**config.mk**
```make
export PLATFORM = sky130hd
export DESIGN_NAME = sysctl_top
export DESIGN_NICKNAME = d
export VERILOG_FILES = /design/src/shared/sysctl_pkg.sv /design/src/verilog/sysctl_it_check.sv /design/src/verilog/sysctl_top.sv
export SDC_FILE = /design/constraint.sdc
export NUM_CORES = 1
export LEC_CHECK = 0
export ABC_AREA = 1
export BUFFER_PORTS_ARGS = -buffer_cell sky130_fd_sc_hd__buf_2
export CORE_UTILIZATION = 29
export DETAILED_ROUTE_END_ITERATION = 7
export HOLD_SLACK_MARGIN = 0.15
export MAX_ROUTING_LAYER = met4
export PLACE_DENSITY_LB_ADDON = 0.05
export SLEW_MARGIN = 30
export SYNTH_ARGS = -nofsm -noshare
export SYNTH_HDL_FRONTEND = slang
export SYNTH_SLANG_ARGS = --single-unit
```
**constraint.sdc**
```tcl
create_clock -name clock -period 0.8 [get_ports clock]
set_clock_uncertainty 0.15 [all_clocks]
set_input_delay 0.08 -clock clock [delete_from_list [all_inputs] [get_ports clock]]
set_output_delay 0.08 -clock clock [all_outputs]
set_load 0.01 [all_outputs]
```
**src/shared/sysctl_pkg.sv**
```systemverilog
// constants and field layout of the system control register
// assumes a single processor clock and a synchronous active-high reset
// What this block does
// - bit 30 selects compact or fixed-width isa on kernel exception entry
// - bit 25 gives data endianness loaded on exception entry or reset
// - exception endianness fixed 0 without big-endian, 1 without little-endian
// - bit 21 mirrors hypervisor fast-interrupt bit, writes ignored
// - bit 20 makes user-writable regions execute-never for kernel fetches
// - bit 19 makes writable regions execute-never for kernel and user fetch
// - bit 18 low traps user wait-for-event that would sleep
// - bit 16 low traps user wait-for-interrupt that would sleep
// - conditional wait traps only when its condition passes
// - wait that completes early need not trap
// - bit 17 picks fault or background region for unmatched kernel access
// - unmatched user access always gives translation fault
// - bit 12 controls kernel and user instruction cacheability
// - protection off: fetches normal outer shareable, nc or write-through
// - hypervisor default-cacheable forces instruction fetches cacheable
// - bit 8 undefines endianness-setting instruction; fixed one if no mixed
// - bit 7 undefines if-then whose low nibble is not 1000
// - bit 7 undefines listed instructions following an if-then
// - those undefined cases ignore the condition check
// - if-then disable optional; absent reads zero, ignores writes
// - bit 6 ignores writes and reads an unknown value
// - bit 5 enables coprocessor barrier instructions at kernel and user
// - barrier enable optional; absent reads one, ignores writes
// - bit 2 controls kernel and user data cacheability
// - bit 1 enables alignment checks raising data abort
// - bit 0 enables the kernel protection unit
package sysctl_pkg;
  localparam int SC_TE   = 30;
  localparam int SC_EE   = 25;
  localparam int SC_FI   = 21;
  localparam int SC_USER_WRITABLE_EXEC_NEVER = 20;
  localparam int SC_WXN  = 19;
  localparam int SC_NO_TRAP_WAIT_EVENT = 18;
  localparam int SC_BR   = 17;
  localparam int SC_NO_TRAP_WAIT_INTERRUPT = 16;
  localparam int SC_ICA  = 12;
  localparam int SC_SED  = 8;
  localparam int SC_ITD  = 7;
  localparam int SC_UNK  = 6;
  localparam int SC_BEN  = 5;
  localparam int SC_DCA  = 2;
  localparam int SC_ALN  = 1;
  localparam int SC_MPU  = 0;
  // writable field mask and fixed reserved-one pattern
  localparam logic [31:0] SC_RW_MASK  = 32'h421F_11A7;
  localparam logic [31:0] SC_RES1     = 32'h30C0_0818;
  // reset image chosen for the unknown reset values
  localparam logic [31:0] SC_RESET    = 32'h0000_0000;
  // value returned by the unknown bit
  localparam logic        SC_UNK_VAL  = 1'b0;
  // attribute encodings for fetches with the protection unit off, and the if-then nibble
  localparam logic [1:0]  SC_ATTR_NC  = 2'h0;
  localparam logic [1:0]  SC_ATTR_WT  = 2'h1;
  localparam logic [1:0]  SC_SH_OUTER = 2'h2;
  localparam logic [3:0]  SC_IT_NIB   = 4'h8;
endpackage

```
**src/verilog/sysctl_it_check.sv**
```systemverilog
`timescale 1ns/1ps
// if-then disable decode of one halfword pair
// assumes hw fields are stable in the cycle they are checked
module sysctl_it_check (
  input  wire logic [15:0] it_hw1,   // first halfword of the if-then
  input  wire logic [15:0] next_hw1, // first halfword of the next one
  output logic             it_bad,   // if-then itself is undefined
  output logic             next_bad  // following instruction undefined
);
  import sysctl_pkg::*;
  assign it_bad = it_hw1[3:0] != SC_IT_NIB;
  always_comb begin
    next_bad = 1'b0;
    if (next_hw1[15:14] == 2'b11) next_bad = 1'b1;
    if (next_hw1[15:12] == 4'b1011) next_bad = 1'b1;
    if (next_hw1[15:11] == 5'b10100) next_bad = 1'b1;
    if (next_hw1[15:11] == 5'b01001) next_bad = 1'b1;
    if (next_hw1[15:12] == 4'b0100 && next_hw1[10]
        && next_hw1[6:3] == 4'hF) next_bad = 1'b1;
    if (next_hw1[15:10] == 6'b010001 && next_hw1[7]
        && next_hw1[2:0] == 3'h7) next_bad = 1'b1;
  end
endmodule

```
**src/verilog/sysctl_top.sv**
```systemverilog
`timescale 1ns/1ps
// system control register with the decode it steers
// assumes coprocessor accesses arrive as one-cycle strobes on the clock
module sysctl_top #(
  parameter bit HAS_BIG    = 1'b1, // big-endian data above user level
  parameter bit HAS_LITTLE = 1'b1, // little-endian data above user level
  parameter bit HAS_MIXED  = 1'b1, // mixed-endian supported
  parameter bit HAS_ITD    = 1'b1, // if-then disable implemented
  parameter bit HAS_BEN    = 1'b1  // barrier enable implemented
) (
  input  wire logic        clock,        // processor clock
  input  wire logic        rst,          // sync reset, active high
  input  wire logic        wr_en,        // coprocessor write strobe
  input  wire logic [31:0] wr_data,      // write data
  output logic      [31:0] rd_data,      // register read value
  input  wire logic        hyp_fast_interrupt_bit, // hypervisor copy
  input  wire logic        hyp_default_cacheable,  // forces cacheable
  input  wire logic        at_kernel,    // current level is kernel
  input  wire logic        at_user,      // current level is user
  input  wire logic        wait_event,   // wait-for-event issued
  input  wire logic        wait_irq,     // wait-for-interrupt issued
  input  wire logic        cond_pass,    // condition check passed
  input  wire logic        would_sleep,  // would not complete on its own
  input  wire logic        region_hit,   // access matched a region
  input  wire logic        user_writable,// region writable at user
  input  wire logic        writable,     // region writable
  input  wire logic        is_if_then,   // current insn is if-then
  input  wire logic        after_if_then,// current insn follows if-then
  input  wire logic [15:0] hw1,          // first halfword of current insn
  input  wire logic        is_endian_set,// endianness-setting insn
  input  wire logic        is_cp_barrier,// coprocessor barrier insn
  output logic             exception_compact_isa_select, // entry isa
  output logic             exception_endianness,  // entry endianness
  output logic             data_endianness_state, // live endianness
  input  wire logic        take_exception,        // exception entry
  output logic             wait_trap,    // trap to undefined mode
  output logic             exec_never,   // fetch forced execute-never
  output logic             mpu_fault,    // unmatched access faults
  output logic             use_background, // background attributes used
  output logic             insn_cacheable, // instruction fetch cacheable
  output logic      [1:0]  fetch_attr,   // unprotected fetch attribute
  output logic      [1:0]  fetch_share,  // unprotected fetch shareability
  output logic             data_cacheable, // data access cacheable
  output logic             align_check,  // alignment check enabled
  output logic             mpu_enable,   // protection unit enabled
  output logic             insn_undef    // instruction is undefined
);
  import sysctl_pkg::*;

  logic [31:0] ctl_q;
  logic [31:0] ctl_d;
  logic        end_q;
  logic        it_bad;
  logic        next_bad;
  logic        ee_eff;
  logic        sed_eff;
  logic        itd_eff;
  logic        ben_eff;

  sysctl_it_check u_it (
    .it_hw1   (hw1),
    .next_hw1 (hw1),
    .it_bad   (it_bad),
    .next_bad (next_bad)
  );

  // reserved bits never stored, fixed bits never written
  always_comb begin
    ctl_d = ctl_q;
    if (wr_en) ctl_d = wr_data & SC_RW_MASK;
  end

  always_ff @(posedge clock) begin
    if (rst) ctl_q <= SC_RESET;
    else     ctl_q <= ctl_d;
  end

  // fixed values replace stored ones when a feature is absent
  always_comb begin
    ee_eff = ctl_q[SC_EE];
    if (!HAS_BIG)    ee_eff = 1'b0;
    if (!HAS_LITTLE) ee_eff = 1'b1;
    sed_eff = HAS_MIXED ? ctl_q[SC_SED] : 1'b1;
    itd_eff = HAS_ITD ? ctl_q[SC_ITD] : 1'b0;
    ben_eff = HAS_BEN ? ctl_q[SC_BEN] : 1'b1;
  end

  always_comb begin
    rd_data = SC_RES1 | (ctl_q & SC_RW_MASK);
    rd_data[SC_EE]  = ee_eff;
    rd_data[SC_FI]  = hyp_fast_interrupt_bit;
    rd_data[SC_SED] = sed_eff;
    rd_data[SC_ITD] = itd_eff;
    rd_data[SC_UNK] = SC_UNK_VAL;
    rd_data[SC_BEN] = ben_eff;
  end

  always_ff @(posedge clock) begin
    // reset loads the entry endianness of the reset image
    if (rst)                 end_q <= HAS_LITTLE ?
                                      (HAS_BIG && SC_RESET[SC_EE]) : 1'b1;
    else if (take_exception) end_q <= ee_eff;
  end
  assign data_endianness_state = end_q;

  assign exception_compact_isa_select = ctl_q[SC_TE];
  assign exception_endianness         = ee_eff;

  // only waits that truly sleep and pass their condition trap
  assign wait_trap = at_user && cond_pass && would_sleep
    && ((wait_event && !ctl_q[SC_NO_TRAP_WAIT_EVENT])
     || (wait_irq   && !ctl_q[SC_NO_TRAP_WAIT_INTERRUPT]));

  assign exec_never =
      (at_kernel && ctl_q[SC_USER_WRITABLE_EXEC_NEVER] && user_writable)
   || ((at_kernel || at_user) && ctl_q[SC_WXN] && writable);

  assign mpu_enable = ctl_q[SC_MPU];
  assign use_background = ctl_q[SC_MPU] && !region_hit && at_kernel
    && ctl_q[SC_BR];
  assign mpu_fault = ctl_q[SC_MPU] && !region_hit
    && (at_user || (at_kernel && !ctl_q[SC_BR]));

  assign insn_cacheable = ctl_q[SC_ICA] || hyp_default_cacheable;
  assign fetch_attr  = ctl_q[SC_ICA] ? SC_ATTR_WT : SC_ATTR_NC;
  assign fetch_share = SC_SH_OUTER;
  assign data_cacheable = ctl_q[SC_DCA] || hyp_default_cacheable;
  assign align_check = ctl_q[SC_ALN];

  // undefined regardless of the condition check
  assign insn_undef = (at_kernel || at_user) && (
      (is_endian_set && sed_eff)
   || (itd_eff && is_if_then && it_bad)
   || (itd_eff && after_if_then && next_bad)
   || (is_cp_barrier && !ben_eff));
endmodule

```
* Word level (Yosys, flattened, before mapping)
Cells that the tools add are included.
** Storage, ports and cells
- Register bits :: 15
- Word-level logic and storage cells :: 57
** Operators by class
- Equal/unequal tests :: 9
- Muxes and demuxes :: 7
- Reduce and logical (&&, ||, !) cells :: 39
** Operators with widths (count)
- $logic_and 1x1->1 :: 25
- $logic_or 1x1->1 :: 9
- $eq 4x4->1 const B :: 2
- $mux 1 :: 7
- $eq 6x5->1 const B :: 1
- $eq 5x4->1 const B :: 1
- $eq 5x5->1 const B :: 1
- $logic_not 1->1 :: 5
- $eq 4x3->1 const B :: 1
- $ne 4x4->1 const B :: 1
- $eq 3x3->1 const B :: 1
- $eq 2x2->1 const B :: 1

* Logic depth before layout (Yosys ltp)
Gate-level depths: netlist of the first run.
- Depth in word-level cells :: 11
- Mapped depth :: 10

* By module
Synthesis of the first run repeated with hierarchy kept, for this count alone.
** Second synthesis, totals
- Cells, all modules :: 140
- Area total of the unflattened synthesis :: 1006.0 µm²
** Modules (own cells, without submodules)
- sysctl_top :: instances 1, cells each 117, area an instance 904.6 µm², seq. area each 300.3 µm²
- sysctl_it_check :: instances 1, cells each 23, area an instance 101.3 µm², seq. area each 0.0 µm²

* Least setup slack after synthesis of the first run
No wires, ideal clock.
- Path type :: register to output
- From :: reg ctl_q[16]
- To :: out wait_trap
- Arrival time :: 0.808 ns
- Data required time :: 0.570 ns
- Setup slack :: -0.238 ns
- Stages on the path, launching flop included :: 3
- Path through :: dfxtp_1 -> o22ai_1 -> nor3b_1
** On the way
- Cells in the longest elaborated chain, start to end :: 4
** RTL lines
- from (decl) :: line sysctl_top.sv:50 : logic [31:0] ctl_q;
- from (signal assigned) :: line sysctl_top.sv:75 : else ctl_q <= ctl_d;
- $logic_not 1->1 :: line sysctl_top.sv:112 : || (wait_irq && !ctl_q[SC_NO_TRAP_WAIT_INTERRUPT]));
- $logic_and 1x1->1 :: line sysctl_top.sv:112
- $logic_or 1x1->1 :: line sysctl_top.sv:112
- $logic_and 1x1->1 :: line sysctl_top.sv:111 : && ((wait_event && !ctl_q[SC_NO_TRAP_WAIT_EVENT])
- to (decl) :: line sysctl_top.sv:36 : output logic wait_trap,
No other way between the ends.

* Worst setup path after layout of the first run
- From :: reg ctl_q[7]
- To :: out insn_undef
** On the way
- Cells in the longest elaborated chain, start to end :: 6
** RTL lines
- $logic_and 1x1->1 (2 in series) :: line sysctl_top.sv:133 : || (itd_eff && is_if_then && it_bad)
- $logic_or 1x1->1 :: line sysctl_top.sv:133
- $logic_or 1x1->1 (*) :: line sysctl_top.sv:134 : || (itd_eff && after_if_then && next_bad)
- $logic_or 1x1->1 (*) :: line sysctl_top.sv:135 : || (is_cp_barrier && !ben_eff));
- $logic_and 1x1->1 (*) :: line sysctl_top.sv:131 : assign insn_undef = (at_kernel || at_user) && (
- to (decl) :: line sysctl_top.sv:46 : output logic insn_undef
Mark *: on every way between the ends. The rest lies on a longest branch, timed or not.

==> results of run 1 <==
==> per-layer routing <==
layer  vias up  global-route usage
met5         -                   -
li1        570                   -
met3         5              0.0480
met1       490               0.179
met2        52               0.287
met4         0              0.0510
==> sequential cells by signal (all words and copies together) (netlist names) <==
register,flops
data_endianness_state,1
ctl_q,14
==> through the flow <==
step           setup TNS, ns  hold WS [ns]
2_1_floorplan         -0.321       -0.0106
3_3_place_gp           -1.40        0.0102
3_5_place_dp           -1.67        0.0102
4_1_cts                -9.43        -0.138
5_1_grt               -10.67        -0.135
6_report               -8.98        -0.125
==> cells by family after synthesis <==
logic type,Yosys count
AOI/OAI and AO/OA,19
buffers and inverters,41
DFF,15
muxes,1
other,2
and+or+nand+nor,64
==> power by group <==
part	switching [uW]	internal, uW
clock network	245	194
logic	311	367
registers	36.2	788
==> layout make-up <==
type	instances	area, um2
clock buffer	4	26.3
timing repair buffer	93	724
multi-input combinational	104	577
sequential	15	329
fill	301	1320
inverter	12	45.0
tap	44	55.1
==> what timing repair did <==
action                                 in CTS  in global routing
setup endpoints to repair                  39                 42
setup buffers                               5                  3
endpoints found under the hold margin      16                 16
gates resized for setup                    47                 27
pin swaps                                   6                  9
==> worst max-delay path: stages (launching register included) <==
cell,delay [ns]
dfxtp_4,0.37
nand2_1,0.05
inv_1,0.05
nand2_1,0.06
a21oi_2,0.12
buf_2,0.13
==> cell usage after synthesis <==
cell / count
nand4_1: 2
and3_1: 1
nand3_1: 5
nor3b_1: 1
buf_2: 1
a21oi_2: 1
nand2_1: 41
inv_2: 1
inv_1: 11
a21oi_1: 14
o21ai_0: 1
conb_1: 2
o22ai_1: 1
a211oi_2: 1
nor2_1: 11
or2_2: 2
a211oi_1: 1
mux2i_1: 1
dfxtp_1: 15
buf_4: 28
nor2_2: 1
==> worst paths after layout <==
path,cells after the start,from,slack [ns],end
setup / recovery,5,ctl_q[7],-0.49,insn_undef
hold / removal,3,wr_data[12],-0.12,ctl_q[12]
setup reg to reg,4,ctl_q[5],-0.23,ctl_q[5]
hold reg to reg,2,ctl_q[30],0.35,ctl_q[30]
==> results.yml, run 1 <==
floorplan:
  die_h_um: 59.3
  rows: 20
  core_um2: 3080
  die_w_um: 59.3
  dieArea_um2: 3520
  start_util: 0.310
  ios: 115
global_routing:
  grt_remaining_overflow: 0
  antenna_found_initial: 0
  grt_pass1_vias: 1001
  grt_util_all_layers: 0.165
  grt_first_pass_wirelength_um: 4170
  grt_max_degree: 16
routing:
  dr_wl_met2_um: 1430
  routed-wl-met3_um: 194
  drt_iter0_drc: 29
  via_count: 1117
  top_layer: "met4"
  ant_nets: 0
  post_drt_wl_per_cell_um: 9.96
  vias_per_cell: 4.11
  drtPass1Iterations: 3
  routed_wl_um: 2710
  drc: 0
  wl_met1_um: 1060
power:
  vdd_drop_max_mv: 0.858
  leakage_uw: 0.000910
  power_density_nw_per_um2: 1110
  power_uw: 1940
sta:
  fmax_mhz: 774
  min_period_ns: 1.29
  hold_ws_ns: -0.125
  final.period_utilization: 1.62
  worst_slack_ns: -0.493
  slew_viol_final: 0
  finalHoldViolCount: 14
  rsz0062_at_grt: "yes"
  setup_viol: 41
synth:
  synth-xor-area-share: 0
  seq_area_frac_synth: 0.315
  synth_compound_area_frac: 0.115
  syn_avg_cell_area_um2: 6.71
  synthDistinctLibCells: 21
  synth-adder-area-share: 0
  ys.warnings.count: 0
  synth_top_cell_by_area: "dfxtp_1"
  synth.top_cell.area_share: 0.315
  synth.area.top_cells: "dfxtp_1 31%, buf_4 22%, nand2_1 16%"
  yosys.area_share.simple: 0.278
  syn_area_um2: 953
  synth_top_family_by_area: "simple AND/OR/NAND/NOR gates"
  muxShareOfSynthArea: 0.0105
  ys_ff_latch: 15
  synth_cells: 142
placement:
  dpl_worst_slack_ns: -0.348
  portBuffers: 72
  hpwl_um: 1990
  post-place-cells: 261
  postPlaceCellArea_um2: 1370
  gp_congestion: 0.734
clock_tree:
  clk_pin_slew_ns: 0.09
  clock-sinks: 15
  tritoncts: "done"
  cts_buffer_depth: 2
  cts-root-buf: "clkbuf_4"
  cts_hold_buf: 1
  clock_latency_ns: 0.28
  htree_levels: 1
  cts_buffers: 3
cells_and_area:
  stdcell_count: 272
  antenna_cells: 0
  final_common_cell: "buf_2"
  fin_util: 0.571
  area_delta_synth_final_pct: 84.3
  nNetsFinal: 296
  final_cell_area_um2: 1760
  drive_above_1_share: 0.640
  most-common-layout-cells: "49 x buf_2, 39 x buf_6, 28 x nand2_1, 20 x conb_1"
setup_path:
  arrival_ns: 1.06
  crit_path_end_kind: "output pin"
  required_ns: 0.57
  cp_max_fo: 3
  crit_type: "flip-flop to output pin"
  start_kind: "flip-flop"
outcome:
  status: "finished with violations"
  violations: "negative hold slack, negative setup slack"
hold_path:
  hold_path.class: "input port to flip-flop"
flow_run:
  cap_violations: 0
No activity file was read; power rests on OpenSTA's default activity.
==> run 2, diff against run 1 <==
==> constraint.sdc (replaced) <==
create_clock -name clock -period 0.8 [get_ports clock]
set_clock_uncertainty 0.15 [all_clocks]
set_input_delay 0.08 -clock clock [delete_from_list [all_inputs] [get_ports clock]]
set_output_delay 0.08 -clock clock [all_outputs]
set_load 0.005 [all_outputs]
==> run 2 against run 1 <==
- the run still ends with negative hold slack, negative setup slack left
- first-iteration DRC count decreased by 55%
- die area unchanged
- critical path depth increased by 1
- design area decreased by 2.8%
- setup slack improved by 0.0012 ns
- maximum frequency about the same
- sequential share of layout area increased by 0.24 points
- critical endpoint unchanged
- largest cell class unchanged
==> results.yml, run 2 (synthesis gave the netlist of run 1 again) <==
clock_tree:
  cts-root-buf: "clkbuf_4"
  clk_pin_slew_ns: 0.09
  tritoncts: "done"
  clock-sinks: 15
  clock_latency_ns: 0.28
  cts_buffers: 3
  htree_levels: 1
  cts_buffer_depth: 2
power:
  power_density_nw_per_um2: 1100
  power_uw: 1880
  leakage_uw: 0.000914
  vdd_drop_max_mv: 0.858
setup_path:
  cpMaxStageDelayCell: "dfxtp_2"
  crit_chain: "inv_2, nand2_2, nand2_2, a21oi_2, a21oi_2, buf_2"
  crit_path_end_kind: "output pin"
  crit_type: "flip-flop to output pin"
  cp_max_fo: 2
  required_ns: 0.57
  slowest_delay_ns: 0.35
  rr_startpoint: "ctl_q[18]"
  start_kind: "flip-flop"
  arrival_ns: 1.06
  crit_start: "ctl_q[5]"
floorplan:
  start_util: 0.310
  core_um2: 3080
  rows: 20
  dieArea_um2: 3520
  die_h_um: 59.3
  die_w_um: 59.3
  ios: 115
outcome:
  violations: "negative hold slack, negative setup slack"
  status: "finished with violations"
cells_and_area:
  most-common-layout-cells: "57 x buf_2, 28 x buf_6, 26 x nand2_1, 20 x conb_1, 13 x dfxtp_2"
  regArea_um2: 324
  fin_util: 0.555
  nFillCells: 312
  largest-register: "ctl_q"
  antenna_cells: 0
  multi_input_comb_area_um2: 583
  final_cell_area_um2: 1710
  final_common_cell: "buf_2"
  drive_above_1_share: 0.656
  area_delta_synth_final_pct: 79.1
  largest_register_ffs: 14
  nNetsFinal: 295
  stdcell_count: 271
routing:
  post_drt_wl_per_cell_um: 9.23
  via_count: 1078
  drt_iter0_drc: 13
  vias_per_cell: 3.98
  drtPass1Iterations: 3
  routed_wl_um: 2500
  ant_nets: 0
  drc: 0
placement:
  portBuffers: 72
  gp_congestion: 0.703
  hpwl_um: 1910
  post-place-cells: 262
  postPlaceCellArea_um2: 1390
sta:
  finalHoldViolCount: 15
  final.period_utilization: 1.61
  setup_viol: 37
  rsz0062_at_grt: "yes"
  fmax_mhz: 774
  min_period_ns: 1.29
  worst_slack_ns: -0.491
  hold_ws_ns: -0.118
  slew_viol_final: 0
global_routing:
  grt_first_pass_wirelength_um: 3750
  grt_pass1_vias: 899
  grt_util_all_layers: 0.148
  antenna_found_initial: 0
  grt_max_degree: 16
  grt_remaining_overflow: 0
hold_path:
  hold_path_startpoint: "wr_data[25]"
  hold_path.class: "input port to flip-flop"
flow_run:
  cap_violations: 0
==> run 2: cell count changes in the layout (fill, tap and decap cells not counted), sizes merged <==
| cell | change |
|---|---|
| dlygate4sd3 | -1 |
| clkinv | +1 |
| clkbuf | -1 |
==> run 2: cell type report <==
class	count	share of cell area
Inverter	12	0.0308
Tap cell	44	0.0322
Multi-Input combinational cell	104	0.341
Timing Repair Buffer	92	0.390
Clock buffer	3	0.0132
Clock inverter	1	0.00293
Sequential cell	15	0.190
==> run 2: where the power goes <==
part,total (uW),internal (uW),switching (uW)
Clock,439,185,253
Combinational,611,348,264
Sequential,826,792,34.0
Total,1880,1330,551
==> run 2: worst paths after layout <==
check                                  end  slack (ns)  depth (start not counted)
worst min register to register    ctl_q[1]        0.32                          2
worst max-delay path            insn_undef       -0.49                          6
worst min-delay path             ctl_q[25]       -0.12                          3
worst max register to register   ctl_q[18]       -0.12                          4
==> run 2: critical path, delay by kind of cell, from the launching register on <==
kind / cells / cell delay (ns)
AOI/OAI and AO/OA: 2 / 0.17
buffers and inverters: 2 / 0.17
DFF: 1 / 0.35
and+or+nand+nor: 2 / 0.10
==> run 2: timing repair <==
action                                  CTS  global route
endpoints found under the hold margin    16            16
setup buffers                             2             4
pin swaps                                 7            12
endpoints found under the setup margin   35            38
resized for setup                        39            31
==> run 2: per-stage QoR <==
| stage | TNS [ns] | worst slack [ns] |
|---|---|---|
| 2_1_floorplan | -0.0893 | -0.0542 |
| 3_3_place_gp | -1.02 | -0.342 |
| 3_5_place_dp | -1.16 | -0.358 |
| 4_1_cts | -8.05 | -0.486 |
| 5_1_grt | -9.67 | -0.552 |
| 6_report | -7.91 | -0.491 |
==> run 2: layer usage <==
layer,wire length (um),up-vias,GRT usage
met5,0,-,-
met4,14,0,0.0408
met3,191,2,0.0459
met2,1210,52,0.234
met1,1090,454,0.181
li1,-,570,-
==> run 3, diff against run 2 <==
--- a/config.mk
+++ b/config.mk
@@ -7,6 +7,7 @@
 export LEC_CHECK = 0
 export ABC_AREA = 1
 export BUFFER_PORTS_ARGS = -buffer_cell sky130_fd_sc_hd__buf_2
+export CORE_ASPECT_RATIO = 2
 export CORE_UTILIZATION = 29
 export DETAILED_ROUTE_END_ITERATION = 7
 export HOLD_SLACK_MARGIN = 0.15
==> run 3 against run 2 <==
- the flow still finishes with violations (negative hold slack, negative setup slack)
- hold slack gained 0.047 ns
- sequential cell count is the same
- combinational power is 2% higher
- register-to-register slack worse by 0.12 ns
- sequential power about the same
- design area did not move
- core utilization down 1.4 points
- clock power up 36%
- via count up 5.2%
- global-route usage up 0.50 points
- cell count fell by 4.1%
- largest cell class unchanged
==> results.yml, run 3 (synthesis gave the netlist of run 1 again) <==
routing:
  post_drt_wl_per_cell_um: 10.5
  drt_iter0_drc: 6
  via_count: 1134
  vias_per_cell: 4.36
  drtPass1Iterations: 2
  ant_nets: 0
  routed_wl_um: 2720
  drc: 0
floorplan:
  rows: 29
  ios: 115
  die_w_um: 42.5
  die_h_um: 83.1
  core_um2: 3160
  dieArea_um2: 3540
  start_util: 0.302
clock_tree:
  tritoncts: "done"
  clock-sinks: 15
  clk_pin_slew_ns: 0.06
  htree_levels: 1
  cts-root-buf: "clkbuf_8"
  cts_buffer_depth: 2
  clock_latency_ns: 0.24
  cts_buffers: 3
cells_and_area:
  antenna_cells: 0
  largest_register_ffs: 14
  final_common_cell: "buf_2"
  area_delta_synth_final_pct: 79.1
  most-common-layout-cells: "58 x buf_2, 28 x buf_6, 27 x nand2_1, 20 x conb_1, 14 x dfxtp_2"
  nFillCells: 340
  multi_input_comb_area_um2: 572
  regArea_um2: 322
  largest-register: "ctl_q"
  final_cell_area_um2: 1710
  drive_above_1_share: 0.651
  nNetsFinal: 297
setup_path:
  start_kind: "flip-flop"
  cp_max_fo: 3
  required_ns: 0.57
  crit_path_end_kind: "output pin"
  crit_type: "flip-flop to output pin"
  arrival_ns: 0.99
outcome:
  violations: "negative hold slack, negative setup slack"
  status: "finished with violations"
global_routing:
  grt_remaining_overflow: 0
  grt_util_all_layers: 0.153
  grt_first_pass_wirelength_um: 4150
  antenna_found_initial: 0
  grt_pass1_vias: 1032
  grt_max_degree: 16
sta:
  min_period_ns: 1.22
  fmax_mhz: 817
  hold_ws_ns: -0.0712
  setup_viol: 36
  slew_viol_final: 0
  worst_slack_ns: -0.424
  rsz0062_at_grt: "yes"
  final.period_utilization: 1.53
  setup_tns_ns: -6.78
  finalHoldViolCount: 15
hold_path:
  hold_path.class: "input port to flip-flop"
power:
  power_density_nw_per_um2: 1200
  vdd_drop_max_mv: 0.834
  leakage_uw: 0.000913
placement:
  hpwl_um: 2100
  portBuffers: 72
  postPlaceCellArea_um2: 1350
  gp_congestion: 0.707
flow_run:
  cap_violations: 0
run 3: area by class of cell:
cell class,count,area share
well taps,31,0.0227
flip-flops and latches,15,0.188
repair buffers,94,0.397
multi-input cells,104,0.335
inverters,12,0.0308
clock buffers,4,0.0264
run 3: critical path, stage by stage (launching register included):
cell	delay, ns
dfxtp_4	0.36
nand3_2	0.06
nand2_2	0.05
a21oi_2	0.11
a21oi_2	0.06
buf_2	0.12
run 3: metrics by stage:
stage	hold slack [ns]	total power [uW]	worst slack, ns	std cells	util
final	-0.0712	2050	-0.424	260	0.541
after detailed placement	0.0101	1300	-0.344	247	0.429
after global placement	0.0101	1290	-0.329	247	0.429
after CTS	-0.0783	2020	-0.440	256	0.508
after floorplan	-0.00835	1110	-0.0542	160	-
after global routing	-0.0668	2160	-0.498	260	0.541
run 3: final timing paths:
path	slack [ns]	end	start	cells after the start
max	-0.42	insn_undef	ctl_q[7]	5
min	-0.07	ctl_q[1]	wr_data[1]	3
max reg2reg	-0.24	ctl_q[5]	ctl_q[5]	4
min reg2reg	0.32	ctl_q[30]	ctl_q[30]	2
run 3: timing repair:
action	4_1_cts	5_1_grt
endpoints found under the hold margin	16	16
setup endpoints to repair	35	39
cloned	0	0
pin swaps	13	11
gates resized for setup	46	20
setup buffers	5	4
run 3: per-layer routing:
layer	vias to the layer above	wire length, um	part of all wire	global-route usage
met1	510	878	0.32	0.139
met3	2	141	0.052	0.0261
li1	573	-	-	-
met4	0	23	0.0085	0.0597
met5	-	0	0	-
met2	49	1680	0.62	0.295
run 3: power by group:
group          leakage [uW]  switching, uW  internal, uW
Combinational      0.000761            269           353
Clock             0.0000228            243           352
Sequential         0.000129           33.0           795
